## config.mk

```make
export PLATFORM = sky130hd
export DESIGN_NAME = adcc_top
export DESIGN_NICKNAME = d
export VERILOG_FILES = /design/src/adcc_pkg.sv /design/src/adcc_phase.sv /design/src/adcc_top.sv
export SDC_FILE = /design/constraint.sdc
export NUM_CORES = 1
export LEC_CHECK = 0
export ABC_CLOCK_PERIOD_IN_PS = 6800
export BUFFER_PORTS_ARGS = -buffer_cell sky130_fd_sc_hd__buf_2
export CAP_MARGIN = 15
export CORE_MARGIN = 8
export CORE_UTILIZATION = 40
export CTS_CLUSTER_SIZE = 28
export DETAILED_ROUTE_END_ITERATION = 6
export HOLD_SLACK_MARGIN = 0.02
export PLACE_DENSITY_LB_ADDON = 0.1
export REMOVE_ABC_BUFFERS = 1
export SLEW_MARGIN = 20
export SYNTH_ARGS = -nofsm -noshare
export SYNTH_HDL_FRONTEND = slang
export SYNTH_HIERARCHICAL = 1
export SYNTH_SLANG_ARGS = --single-unit
```

## constraint.sdc

```tcl
create_clock -name clk -period 6.8 [get_ports clk]
set_input_delay 1.36 -clock clk [delete_from_list [all_inputs] [get_ports clk]]
set_output_delay 1.36 -clock clk [all_outputs]
set_load 0.02 [all_outputs]
```

## src/adcc_pkg.sv

```systemverilog
package adcc_pkg;

    // ==========================================================
    // Widths of the programmed parameters.
    // ==========================================================
    localparam int ADCC_POS_W = 9;
    localparam int ADCC_CUR_W = 7;
    localparam int ADCC_TIM_W = 7;
    localparam int ADCC_FAST_W = 4;
    localparam int ADCC_CNT_W = 16;
    localparam int ADCC_CONV_W = 5;

    // ==========================================================
    // Register offsets on the plain register port.
    // ==========================================================
    localparam logic [7:0] ADCC_OFF_REFCUR = 8'h09;
    localparam logic [7:0] ADCC_OFF_TFAST = 8'h0E;
    localparam logic [7:0] ADCC_OFF_TONMIN = 8'h0F;
    localparam logic [7:0] ADCC_OFF_TOFFMIN = 8'h10;
    localparam logic [7:0] ADCC_OFF_CONV = 8'h12;
    localparam logic [7:0] ADCC_OFF_CTRL = 8'h18;
    localparam logic [7:0] ADCC_OFF_STATUS = 8'h19;

    // ==========================================================
    // Control register fields.
    // ==========================================================
    localparam int ADCC_CTRL_TQ_BIT = 15;
    localparam int ADCC_CTRL_OFF_TIME_SETTING_LSB = 10;
    localparam int ADCC_CTRL_OFF_TIME_SETTING_W = 5;

    // ==========================================================
    // Reset values.
    // ==========================================================
    localparam logic [6:0] ADCC_RST_REFCUR = 7'h29;
    localparam logic [7:0] ADCC_RST_TFAST = 8'h19;
    localparam logic [6:0] ADCC_RST_TONMIN = 7'h29;
    localparam logic [6:0] ADCC_RST_TOFFMIN = 7'h29;
    localparam logic [15:0] ADCC_RST_CTRL = 16'h2E88;

    // ==========================================================
    // Timing: one time unit of the programmed fields, in cycles.
    // ==========================================================
    localparam int ADCC_CLK_MHZ = 125;
    localparam int ADCC_UNIT_NS = 500;
    localparam int ADCC_UNIT_CYC = (ADCC_UNIT_NS * ADCC_CLK_MHZ + 999) / 1000;
    localparam int ADCC_SAMPLE_DIV = 512;
    localparam int ADCC_SAMPLE_W = 9;
    localparam int ADCC_BLANK_CYC = 2;

    // Programmed parameters shared by both bridges.
    typedef struct packed {
        logic [ADCC_TIM_W-1:0] off_time_setting;
        logic [ADCC_TIM_W-1:0] minimum_off_time;
        logic [ADCC_TIM_W-1:0] minimum_on_time;
        logic [ADCC_FAST_W-1:0] max_fast_decay_time;
        logic [ADCC_FAST_W-1:0] fall_step_time;
    } adcc_param_type;

    // Four switch enables of one full bridge.
    typedef struct packed {
        logic hs_a;
        logic ls_a;
        logic hs_b;
        logic ls_b;
    } adcc_bridge_type;

    typedef enum logic [2:0] {ADCC_IDLE, ADCC_ON, ADCC_FAST, ADCC_SLOW, ADCC_TAIL} adcc_state_type;

endpackage

```

## src/adcc_phase.sv

```systemverilog
`timescale 1ns/1ns
module adcc_phase
    import adcc_pkg::*;
(
    input wire logic clk,
    input wire logic rst,
    input wire logic ce,
    input wire logic run,
    input wire logic dir,
    input wire logic step_rise,
    input wire logic step_fall,
    input wire logic zero_cross,
    input wire logic at_target,
    input wire adcc_param_type param,
    output adcc_bridge_type bridge,
    output adcc_state_type state
);

    logic [ADCC_CNT_W-1:0] timer_reg;
    logic [ADCC_CNT_W-1:0] fast_reg;
    logic [ADCC_CNT_W-1:0] fall_reg;
    logic [1:0] fast_count_reg;
    logic falling_reg;
    logic fall_fast_reg;
    logic [ADCC_CNT_W-1:0] off_time_setting_cyc;
    logic [ADCC_CNT_W-1:0] minimum_on_time_cyc;
    logic [ADCC_CNT_W-1:0] fast_max_cyc;
    logic [ADCC_CNT_W-1:0] fall_max_cyc;
    logic [ADCC_CNT_W-1:0] fast_dur;
    logic short_on;

    // Convert the programmed fields into clock cycles.
    always_comb
    begin
        if (param.off_time_setting > param.minimum_off_time)
            off_time_setting_cyc = ADCC_CNT_W'(param.off_time_setting * ADCC_UNIT_CYC);
        else
            off_time_setting_cyc = ADCC_CNT_W'(param.minimum_off_time * ADCC_UNIT_CYC);
        minimum_on_time_cyc = ADCC_CNT_W'(param.minimum_on_time * ADCC_UNIT_CYC);
        fast_max_cyc = ADCC_CNT_W'((param.max_fast_decay_time + 1) * 8 * ADCC_UNIT_CYC);
        fall_max_cyc = ADCC_CNT_W'((param.fall_step_time + 1) * 8 * ADCC_UNIT_CYC);
        fast_dur = fall_fast_reg ? fall_reg : fast_reg;
        short_on = timer_reg < minimum_on_time_cyc;
    end

    // Sequencer; a reset, stop or zero crossing brings back the reset decay state.
    always_ff @(posedge clk or posedge rst)
    begin
        if (rst)
        begin
            state <= ADCC_IDLE;
            timer_reg <= '0;
            fall_fast_reg <= 1'b0;
            falling_reg <= 1'b0;
        end
        else if (ce)
        begin
            timer_reg <= timer_reg + 1'b1;
            case (state)
                ADCC_IDLE:
                begin
                    timer_reg <= '0;
                    if (run)
                        state <= ADCC_ON;
                end
                ADCC_ON:
                begin
                    if (step_fall)
                    begin
                        state <= ADCC_FAST;
                        fall_fast_reg <= 1'b1;
                        falling_reg <= 1'b1;
                        timer_reg <= '0;
                    end
                    else if (at_target && timer_reg >= ADCC_CNT_W'(ADCC_BLANK_CYC))
                    begin
                        timer_reg <= '0;
                        if (short_on)
                        begin
                            state <= ADCC_FAST;
                            fall_fast_reg <= falling_reg;
                        end
                        else
                        begin
                            state <= ADCC_SLOW;
                            falling_reg <= 1'b0;
                        end
                    end
                end
                ADCC_FAST:
                begin
                    if (timer_reg + 1'b1 >= fast_dur)
                    begin
                        state <= ADCC_ON;
                        timer_reg <= '0;
                    end
                end
                ADCC_SLOW:
                begin
                    if (fast_count_reg == 2'd2 && timer_reg + 1'b1 + fast_reg >= off_time_setting_cyc)
                        state <= ADCC_TAIL;
                    else if (timer_reg + 1'b1 >= off_time_setting_cyc)
                    begin
                        state <= ADCC_ON;
                        timer_reg <= '0;
                    end
                end
                ADCC_TAIL:
                begin
                    if (timer_reg + 1'b1 >= off_time_setting_cyc)
                    begin
                        state <= ADCC_ON;
                        timer_reg <= '0;
                    end
                end
                default:
                    state <= ADCC_IDLE;
            endcase
            if (!run || zero_cross)
            begin
                state <= ADCC_IDLE;
                fall_fast_reg <= 1'b0;
                falling_reg <= 1'b0;
            end
        end
    end

    // Adaptive fast decay length and count of fast decays at this target.
    always_ff @(posedge clk or posedge rst)
    begin
        if (rst)
        begin
            fast_reg <= '0;
            fast_count_reg <= '0;
        end
        else if (ce)
        begin
            if (!run || zero_cross || state == ADCC_IDLE)
            begin
                fast_reg <= fast_max_cyc >> 3;
                fast_count_reg <= '0;
            end
            else if (step_rise)
            begin
                fast_count_reg <= '0;
                if (fast_reg > (fast_max_cyc >> 3))
                    fast_reg <= fast_reg >> 1;
            end
            else if (state == ADCC_ON && at_target && short_on && !falling_reg &&
                     timer_reg >= ADCC_CNT_W'(ADCC_BLANK_CYC))
            begin
                if (fast_count_reg != 2'd2)
                    fast_count_reg <= fast_count_reg + 1'b1;
                if (fast_count_reg != 2'd0)
                    fast_reg <= (fast_reg << 1) > fast_max_cyc ? fast_max_cyc : fast_reg << 1;
            end
        end
    end

    // Falling step fast decay length, kept from one falling step to the next.
    always_ff @(posedge clk or posedge rst)
    begin
        if (rst)
            fall_reg <= '0;
        else if (ce)
        begin
            if (!run || zero_cross || (state == ADCC_IDLE && fall_reg == '0))
                fall_reg <= fall_max_cyc >> 2;
            else if (state == ADCC_ON && at_target && short_on && falling_reg &&
                     timer_reg >= ADCC_CNT_W'(ADCC_BLANK_CYC))
                fall_reg <= (fall_reg << 1) > fall_max_cyc ? fall_max_cyc : fall_reg << 1;
        end
    end

    // Switch pattern; each half bridge has at most one switch on.
    always_comb
    begin
        bridge = '0;
        case (state)
            ADCC_ON:
                bridge = dir ? 4'b1001 : 4'b0110;
            ADCC_FAST, ADCC_TAIL:
                bridge = dir ? 4'b0110 : 4'b1001;
            ADCC_SLOW:
                bridge = 4'b0101;
            default:
                bridge = '0;
        endcase
    end

endmodule

```

## src/adcc_top.sv

```systemverilog
`timescale 1ns/1ns
module adcc_top
    import adcc_pkg::*;
(
    input wire logic clk,
    input wire logic rst,
    input wire logic ce,
    input wire logic [7:0] reg_addr,
    input wire logic [15:0] reg_wdata,
    input wire logic reg_wr,
    input wire logic reg_rd,
    output logic [15:0] reg_rdata,
    input wire logic bridges_enable,
    input wire logic [ADCC_POS_W-1:0] electrical_position,
    input wire logic position_step,
    input wire logic [1:0] comparator_pin,
    input wire logic converter_input_pin,
    output logic converter_ramp_start,
    output logic [ADCC_CUR_W-1:0] target_a,
    output logic [ADCC_CUR_W-1:0] target_b,
    output adcc_bridge_type bridge_a,
    output adcc_bridge_type bridge_b
);

    // ==========================================================
    // Registers.
    // ==========================================================
    logic [6:0] refcur_reg;
    logic [7:0] tfast_reg;
    logic [6:0] tonmin_reg;
    logic [6:0] toffmin_reg;
    logic [15:0] ctrl_reg;
    logic [ADCC_CONV_W-1:0] conv_reg;
    adcc_param_type param;
    adcc_state_type state_a;
    adcc_state_type state_b;
    adcc_bridge_type br_a;
    adcc_bridge_type br_b;

    // Software writes; the converter register is read only.
    always_ff @(posedge clk or posedge rst)
    begin
        if (rst)
        begin
            refcur_reg <= ADCC_RST_REFCUR;
            tfast_reg <= ADCC_RST_TFAST;
            tonmin_reg <= ADCC_RST_TONMIN;
            toffmin_reg <= ADCC_RST_TOFFMIN;
            ctrl_reg <= ADCC_RST_CTRL;
        end
        else if (ce && reg_wr)
        begin
            case (reg_addr)
                ADCC_OFF_REFCUR: refcur_reg <= reg_wdata[6:0];
                ADCC_OFF_TFAST: tfast_reg <= reg_wdata[7:0];
                ADCC_OFF_TONMIN: tonmin_reg <= reg_wdata[6:0];
                ADCC_OFF_TOFFMIN: toffmin_reg <= reg_wdata[6:0];
                ADCC_OFF_CTRL: ctrl_reg <= reg_wdata;
                default: ;
            endcase
        end
    end

    // Read data stands one cycle after the strobe; unmapped reads give zero.
    always_ff @(posedge clk or posedge rst)
    begin
        if (rst)
            reg_rdata <= '0;
        else if (ce)
        begin
            reg_rdata <= '0;
            if (reg_rd)
            begin
                case (reg_addr)
                    ADCC_OFF_REFCUR: reg_rdata <= {9'h000, refcur_reg};
                    ADCC_OFF_TFAST: reg_rdata <= {8'h00, tfast_reg};
                    ADCC_OFF_TONMIN: reg_rdata <= {9'h000, tonmin_reg};
                    ADCC_OFF_TOFFMIN: reg_rdata <= {9'h000, toffmin_reg};
                    ADCC_OFF_CONV: reg_rdata <= {11'h000, conv_reg};
                    ADCC_OFF_CTRL: reg_rdata <= ctrl_reg;
                    ADCC_OFF_STATUS: reg_rdata <= {10'h000, state_b, state_a};
                    default: reg_rdata <= '0;
                endcase
            end
        end
    end

    // Shared programmed parameters; the off-time field is widened by two bits.
    always_comb
    begin
        param.off_time_setting = {ctrl_reg[ADCC_CTRL_OFF_TIME_SETTING_LSB +: ADCC_CTRL_OFF_TIME_SETTING_W], 2'b00};
        param.minimum_off_time = toffmin_reg;
        param.minimum_on_time = tonmin_reg;
        param.max_fast_decay_time = tfast_reg[3:0];
        param.fall_step_time = tfast_reg[7:4];
    end

    // ==========================================================
    // Ramp-compare converter.
    // ==========================================================
    logic [1:0] adc_sync_reg;
    logic [1:0] cmp_a_sync_reg;
    logic [1:0] cmp_b_sync_reg;
    logic [ADCC_SAMPLE_W-1:0] samp_reg;
    logic [ADCC_CONV_W-1:0] ramp_reg;
    logic conv_done_reg;

    // Pins pass two flops before any logic sees them.
    always_ff @(posedge clk or posedge rst)
    begin
        if (rst)
        begin
            adc_sync_reg <= '0;
            cmp_a_sync_reg <= '0;
            cmp_b_sync_reg <= '0;
        end
        else if (ce)
        begin
            adc_sync_reg <= {adc_sync_reg[0], converter_input_pin};
            cmp_a_sync_reg <= {cmp_a_sync_reg[0], comparator_pin[0]};
            cmp_b_sync_reg <= {cmp_b_sync_reg[0], comparator_pin[1]};
        end
    end

    // The ramp rises from the start of each sample period; the input pin is the
    // external comparator, and its first crossing fixes the result.
    always_ff @(posedge clk or posedge rst)
    begin
        if (rst)
        begin
            samp_reg <= '0;
            ramp_reg <= '0;
            conv_done_reg <= 1'b0;
            conv_reg <= '0;
        end
        else if (ce)
        begin
            samp_reg <= samp_reg + 1'b1;
            if (samp_reg[ADCC_SAMPLE_W-1 -: ADCC_CONV_W] != ramp_reg || conv_done_reg)
                ;
            else if (adc_sync_reg[1] == 1'b0)
                ramp_reg <= ramp_reg + 1'b1;
            else
                conv_done_reg <= 1'b1;
            if (samp_reg == ADCC_SAMPLE_W'(ADCC_SAMPLE_DIV - 1))
            begin
                conv_reg <= ramp_reg;
                ramp_reg <= '0;
                conv_done_reg <= 1'b0;
            end
        end
    end

    assign converter_ramp_start = (samp_reg == '0);

    // ==========================================================
    // Target current per phase from the electrical position.
    // ==========================================================
    logic [ADCC_CUR_W-1:0] amplitude;
    logic [ADCC_CUR_W-1:0] tgt_a_next;
    logic [ADCC_CUR_W-1:0] tgt_b_next;
    logic [6:0] ang_a;
    logic [6:0] ang_b;
    logic dir_a;
    logic dir_b;
    logic rise_a;
    logic fall_a;
    logic rise_b;
    logic fall_b;
    logic zero_a;
    logic zero_b;

    // Quarter-wave sine, 0..127 scaled, simple triangular fold.
    function automatic logic [ADCC_CUR_W-1:0] adcc_scale(input logic [6:0] ang, input logic [ADCC_CUR_W-1:0] amp);
        logic [13:0] prod;
        prod = 14'(ang) * 14'(amp);
        return prod[13:7];
    endfunction

    always_comb
    begin
        amplitude = ctrl_reg[ADCC_CTRL_TQ_BIT] ? {conv_reg, 2'b00} : refcur_reg;
        ang_a = electrical_position[7] ? 7'(8'h80 - {1'b0, electrical_position[6:0]}) : electrical_position[6:0];
        ang_b = electrical_position[7] ? electrical_position[6:0] : 7'(8'h7F - {1'b0, electrical_position[6:0]});
        dir_a = ~electrical_position[8];
        dir_b = ~(electrical_position[8] ^ electrical_position[7]);
        tgt_a_next = adcc_scale(ang_a, amplitude);
        tgt_b_next = adcc_scale(ang_b, amplitude);
        // The step pulse comes with the new position, while the target still holds the old value.
        rise_a = position_step && tgt_a_next > target_a;
        fall_a = position_step && tgt_a_next < target_a;
        rise_b = position_step && tgt_b_next > target_b;
        fall_b = position_step && tgt_b_next < target_b;
        zero_a = position_step && tgt_a_next == '0;
        zero_b = position_step && tgt_b_next == '0;
    end

    // Targets follow the position one cycle later on every enabled cycle, whether or not a step is flagged.
    always_ff @(posedge clk or posedge rst)
    begin
        if (rst)
        begin
            target_a <= '0;
            target_b <= '0;
        end
        else if (ce)
        begin
            target_a <= tgt_a_next;
            target_b <= tgt_b_next;
        end
    end

    // ==========================================================
    // Two independent bridge controllers.
    // ==========================================================
    adcc_phase u_phase_a (
        .clk(clk),
        .rst(rst),
        .ce(ce),
        .run(bridges_enable),
        .dir(dir_a),
        .step_rise(rise_a),
        .step_fall(fall_a),
        .zero_cross(zero_a),
        .at_target(cmp_a_sync_reg[1]),
        .param(param),
        .bridge(br_a),
        .state(state_a)
    );

    adcc_phase u_phase_b (
        .clk(clk),
        .rst(rst),
        .ce(ce),
        .run(bridges_enable),
        .dir(dir_b),
        .step_rise(rise_b),
        .step_fall(fall_b),
        .zero_cross(zero_b),
        .at_target(cmp_b_sync_reg[1]),
        .param(param),
        .bridge(br_b),
        .state(state_b)
    );

    assign bridge_a = br_a;
    assign bridge_b = br_b;

endmodule

```

==> results of run 1 <==
worst max-delay path by stage:
| stage | endpoint | slack (ns) |
|---|---|---|
| floorplan | u_phase_a/fast_reg[10] | -2.30 |
| global placement | u_phase_a/timer_reg[1] | -2.13 |
| detailed placement | u_phase_a/timer_reg[1] | -2.16 |
| CTS | u_phase_a/timer_reg[1] | -1.35 |
| global route | u_phase_a/timer_reg[13] | -1.48 |
| finish | u_phase_a/timer_reg[13] | -1.23 |
metal layers:
metal	up-vias	share of wire	track usage
li1	12240	-	-
met1	12220	0.46	0.2704
met2	384	0.48	0.3581
met3	95	0.034	0.02603
met4	10	0.017	0.03483
met5	-	0.00085	0
Yosys cell counts (11+ instances only):
| master | n | area (um2) |
|---|---|---|
| a31oi_1 | 25 | 156.4 |
| nand2b_1 | 35 | 219.0 |
| nand3_1 | 73 | 365.4 |
| a211oi_1 | 44 | 330.3 |
| clkbuf_1 | 56 | 210.2 |
| a21o_1 | 51 | 382.9 |
| o21a_1 | 34 | 255.2 |
| mux2_2 | 89 | 1002 |
| nand4_1 | 47 | 294.0 |
| nor2b_1 | 42 | 262.8 |
| o31ai_1 | 13 | 97.59 |
| ha_1 | 515 | 6444 |
| nand2_1 | 193 | 724.4 |
| xnor2_1 | 116 | 1016 |
| xor2_1 | 97 | 849.6 |
| dfrtp_1 | 191 | 4780 |
| a21oi_1 | 162 | 810.8 |
| and3_1 | 29 | 181.4 |
| or3_1 | 14 | 87.58 |
| or2_2 | 31 | 193.9 |
| o211ai_1 | 18 | 135.1 |
| inv_1 | 471 | 1768 |
| nor4_1 | 27 | 168.9 |
| fa_1 | 180 | 3603 |
| o22ai_1 | 27 | 168.9 |
| nor3_1 | 39 | 195.2 |
| a21boi_0 | 11 | 82.58 |
| nor2_1 | 240 | 900.9 |
| dfstp_2 | 18 | 473.0 |
| o21ai_0 | 168 | 840.8 |
| mux2i_1 | 112 | 1121 |
| buf_2 | 19 | 95.09 |
| and2_1 | 11 | 68.82 |
area by class of cell:
| type | instances | area (um2) | share of cell area |
|---|---|---|---|
| diodes | 7 | 17.52 | 0.0005008 |
| clock buffers | 40 | 807.0 | 0.02307 |
| inverters | 471 | 1770 | 0.05062 |
| clock inverters | 13 | 148.9 | 0.004257 |
| multi-input cells | 2603 | 23140 | 0.6615 |
| well taps | 969 | 1212 | 0.03466 |
| flip-flops and latches | 209 | 5253 | 0.1502 |
| repair buffers | 358 | 2630 | 0.07519 |
critical path, delay by kind of cell:
kind                       cells  cell delay [ns]
adders and majority gates      6             2.55
AOI/OAI and AO/OA             12             2.11
and+or+nand+nor                8             1.78
buffers and inverters          4             0.39
xor gates and xnor gates       2             0.32
logic make-up (layout without fill, tap and decap cells):
kind of cell	Yosys count	in the layout	synth area share
XOR/XNOR	215	215	0.06388
AO/OA/AOI/OAI	643	643	0.1381
flip-flops	209	209	0.1762
adder cells (fa/ha/maj)	695	695	0.3371
other	1	21	0.0001258
multiplexers	206	206	0.07350
buffers and inverters	558	882	0.07241
AND/OR/NAND/NOR	830	830	0.1387
where the power goes:
part           switching, mW  total [mW]  internal, mW
clock                  0.630        1.54         0.909
combinational           2.09        3.83          1.74
sequential             0.359        1.75          1.39
total                   3.08        7.12          4.04
timing repair:
item,in CTS,in global routing
setup endpoints to repair,106,108
pin swaps,47,39
gates cloned,7,0
setup buffers,20,15
hold buffers,0,0
gates resized for setup,127,71
through the flow:
stage,hold WS (ns),util
5_1_grt,0.5170,0.4720
4_1_cts,0.4687,0.4666
3_3_place_gp,0.4545,0.4444
6_report,0.4636,0.4722
3_5_place_dp,0.4634,0.4444
2_1_floorplan,0.4412,-
==> impl_metrics.toml, run 1 <==
[worst_setup_path]
cp-end-kind = "register"
cp_slowest_stage_delay_ns = 0.50
cp_max_fo = 8
required_ns = 7.28
r2r_setup_slack_ns = -0.64
startpoint_type = "input pin"
r2r_start = "ctrl_reg[15]"
worstPathArrival_ns = 8.50
crit_start = "electrical_position[2]"
cp_slowest_cell = "fa_1"
r2r-end = "u_phase_a/timer_reg[13]"
rr_worst_depth = 30
crit_type = "input pin to register"

[detailed_routing]
detail_route.wl_per_cell_um = 18.37
drtAntennaViolNets = 0
dr.pass1.iters = 5
wl_mm = 85.80
drcViolationCount = 0
vias = 24940
vias_per_cell = 5.341
drt-initial-drc-count = 1158

[power]
peakVddDrop_uv = 205.3
total_leakage_power_nw = 17.89
power_mw = 7.120
p_per_area_nw_per_um2 = 203.6

[finish]
stdcell_area_um2 = 34980
fill_cells = 7171
final_cell_mix = "ha_1, inv_1, buf_4"
final_common_cell = "ha_1"
final_cells = 4670
drive_above_1_share = 0.1862
fin_nets = 4410
area_delta_synth_final_pct = 17.34

[synthesis]
synthesis.area_um2 = 29810
synthFlopType = "dfrtp_1"
synth-async-reset-ratio = 1.000
synth_edf_count = 0
synthCells = 3357
synth_cell_types = 99
syn_avg_cell_area_um2 = 8.880
yosys_warnings = 6
synth_seq_cells = 209
ys_seq_area_frac = 0.1762

[placed_design]
preCtsSetupSlack_ns = -2.158
place_area_um2 = 32920
gp_congestion = 0.8408
place_hpwl_mm = 69.54
place_inst = 4572
numPortBuffers = 81

[timing]
worstMarginPinSlew_ns = 1.016
rsz0062_at_grt = "yes"
timing.setup.tns_ns = -47.46
period_share = 1.180
hold_viol = 0
clock-skew-final_ns = 0.02311
finalMaxSlewViolations = 0
relSlewSlack = 0.3220
setup_viol = 105
fmax_mhz = 124.6
final.setup.worst_slack_ns = -1.227
timing.final.crit_period_ns = 8.027

[grt]
grt_overflow = 0
first_global_vias = 25930
antenna_found_initial = 11
grt_pass1_wl_mm = 139.6
grt.total_usage = 0.2041
grt_max_degree = 63

[die]
io_pins = 82
rows = 100
core_area_um2 = 74070
die_w_um = 289.0
fp.dieH_um = 289.0
start_util = 0.4024
dieArea_um2 = 83510

[clock_network]
cts_tree = "yes"
clk_path_buf_depth = 3
cts_sinks = 209
h-tree-depth = 1
worstSkewPairLatency_ns = 0.59
numCtsBuffers = 29
path_clk_slew_ns = 0.06
clockRootBuffer = "clkbuf_16"

[min_path]
whs_path_depth = 2
min_to = "reg_rdata[8]"
min_from = "ctrl_reg[8]"
hold_class = "register to register"

[outcome]
status = "finished, violations left"
violations = "setup timing"

[run]
drv_cap = 0
No activity file was read; power rests on OpenSTA's default activity.
==> run 2: changes to the inputs <==
ABC_AREA = 1   (was not set)
SETUP_SLACK_MARGIN = 0.4   (was not set)
SKIP_CTS_REPAIR_TIMING = 1   (was not set)
==> run 2 against run 1 <==
Net effect: the run now ends clean; core utilization grew 0.26 points; sequential share of layout area fell by 0.43 points; register-to-register slack improved by 1.1 ns; worst setup slack improved by 1.6 ns; sequential power barely moved; design area rose by 3.3%; total power is 1.3% higher; first-iteration DRC count is 59% higher; via count grew 12%; critical endpoint is now u_phase_a/fast_reg[8].
==> impl_metrics.toml, run 2 <==
[outcome]
status = "completed"

[grt]
antenna_found_initial = 1
grt_max_degree = 55
grt_pass1_wl_mm = 147.2
first_global_vias = 27370
grt_overflow = 0
grt.total_usage = 0.2095

[finish]
area_delta_synth_final_pct = 17.45
stdcell_area_um2 = 36120
diodes = 0
fin_nets = 5230
finish.utilization = 0.4748
final_common_cell = "nand2_1"
final_cells = 5546
drive_above_1_share = 0.1572
final_cell_mix = "nand2_1, inv_1, ha_1"

[detailed_routing]
drcViolationCount = 0
dr.pass1.iters = 6
vias_per_cell = 5.051
detail_route.wl_per_cell_um = 16.68
drt-initial-drc-count = 1838
vias = 28010
wl_mm = 92.52
drtAntennaViolNets = 0

[clock_network]
worstSkewPairLatency_ns = 0.62
cts_tree = "yes"
h-tree-depth = 1
clk_path_buf_depth = 3
numCtsBuffers = 30
path_clk_slew_ns = 0.06
cts_sinks = 209
clockRootBuffer = "clkbuf_16"

[timing]
hold_viol = 0
setup_viol = 0
relSlewSlack = 0.3223
rsz0062_at_grt = "yes"
fmax_mhz = 154.9
timing.final.crit_period_ns = 6.457
worstMarginPinSlew_ns = 1.017
timing.setup.tns_ns = 0
finalMaxSlewViolations = 0
clock-skew-final_ns = 0.06554
period_share = 0.9496

[power]
seqPwrFrac = 0.244
pwr-share-clk = 0.234
p_per_area_nw_per_um2 = 199.7
power_mw = 7.215
switchingPower_mw = 3.345
total_leakage_power_nw = 19.55
switching_share = 0.4637
p_comb_frac = 0.522
peakVddDrop_uv = 205.2
p_int_mw = 3.869

[synthesis]
synth_area_leader_cell = "ha_1"
synthTopCellsByCount = "nand2_1, inv_1, ha_1"
yosys_warnings = 6
ys_seq_area_frac = 0.1708
synth_cell_types = 69
yosysTopAreaCellShare = 0.2095
synthCells = 4214
synth-async-reset-ratio = 1.000
yosysMostFrequentCell = "nand2_1"
synthFlopType = "dfrtp_1"
synth_seq_cells = 209
synthesis.area_um2 = 30750
synth_edf_count = 0
syn_avg_cell_area_um2 = 7.298
synth_top_cells_by_area = "ha_1, dfrtp_1, nand2_1"

[die]
dieArea_um2 = 86010
io_pins = 82
core_area_um2 = 76080
die_w_um = 293.3
rows = 101
fp.dieH_um = 293.3
start_util = 0.4042

[run]
drv_cap = 0

[min_path]
whs_path_depth = 2
hold_class = "register to register"

[worst_setup_path]
cp_slowest_stage_delay_ns = 0.57
rr_worst_depth = 25
cp_max_fo = 7
crit_top_cell = "nand2_2"
crit_type = "input pin to register"
cp-end-kind = "register"
cp_slowest_cell = "fa_2"
required_ns = 7.29
worstPathArrival_ns = 6.95
startpoint_type = "input pin"

[placed_design]
place_area_um2 = 33560
place_inst = 5451
place_hpwl_mm = 74.92
numPortBuffers = 81
gp_congestion = 0.8652
## run 2: cell types whose count changed after synthesis, sizes merged, moves of 42 or more
cell   before  now
nand2     193  990
inv       471  775
nand3      73  216
o21ai     172  296
mux2i     113    6
mux2       93    7
xnor2     116   47
a21oi     164  232
nor2      241  308
nor2b      42    0
## run 2: final cells by class
class | count | area (um2)
multi-input combinational | 3182 | 23310
sequential | 209 | 5269
clock buffer | 41 | 862.1
clock inverter | 15 | 191.4
tap | 1030 | 1289
fill | 7845 | 39950
timing repair inverter | 2 | 15.01
timing repair buffer | 288 | 2218
inverter | 779 | 2965
## run 2: critical path: cells and delay by family
| family | cells | cell delay, ns |
|---|---|---|
| simple gates | 15 | 1.47 |
| buf+inv | 8 | 0.56 |
| compound gates | 7 | 0.88 |
| fa+ha+maj | 7 | 2.68 |
## run 2: final timing paths
kind,start,to,slack (ns)
max,electrical_position[1],u_phase_a/fast_reg[8],0.34
min,cmp_b_sync_reg[0],cmp_b_sync_reg[0],0.47
max reg2reg,tfast_reg[0],u_phase_a/fast_reg[8],0.49
min reg2reg,cmp_b_sync_reg[0],cmp_b_sync_reg[0],0.47
min in group asynchronous,rst,toffmin_reg[6],0.94
max in group asynchronous,rst,ctrl_reg[15],4.64
## run 2: through the flow
step                      hold WS (ns)  setup WS (ns)
after floorplan                 0.4422        -0.5411
after global placement          0.4570        -0.5123
after detailed placement        0.4605        -0.6069
after CTS                       0.4754       -0.02874
after global routing            0.4892        0.02927
final                           0.4697         0.3426
## run 2: kinds of logic (layout without fill, tap and decap cells)
| logic type | count (synthesis) | in the layout | share of synthesized area |
|---|---|---|---|
| AO/OA/AOI/OAI | 677 | 677 | 0.1243 |
| flip-flops | 209 | 209 | 0.1708 |
| multiplexers | 13 | 13 | 0.004760 |
| AND/OR/NAND/NOR | 1652 | 1653 | 0.2314 |
| XOR/XNOR | 130 | 130 | 0.03702 |
| other | 1 | 14 | 0.0001219 |
| adder cells (fa/ha/maj) | 695 | 695 | 0.3267 |
| buffers and inverters | 837 | 1125 | 0.1049 |
## run 2: power groups by stage
| stage | logic, mW | clock network (mW) | registers, mW |
|---|---|---|---|
| after floorplan | 2.42 | 0 | 1.60 |
| after global placement | 3.40 | 0 | 1.77 |
| after detailed placement | 3.42 | 0 | 1.76 |
| after CTS | 3.44 | 1.73 | 1.74 |
| after global routing | 4.30 | 1.77 | 1.78 |
| final | 3.77 | 1.69 | 1.76 |
## run 2: routing by layer
metal | up-vias | global-route usage | wire length [um]
met4 | 0 | 0.04102 | 1841
met2 | 618 | 0.3311 | 40220
met5 | - | 0 | 0
li1 | 14200 | - | -
met3 | 98 | 0.03894 | 5570
met1 | 13100 | 0.2983 | 44880
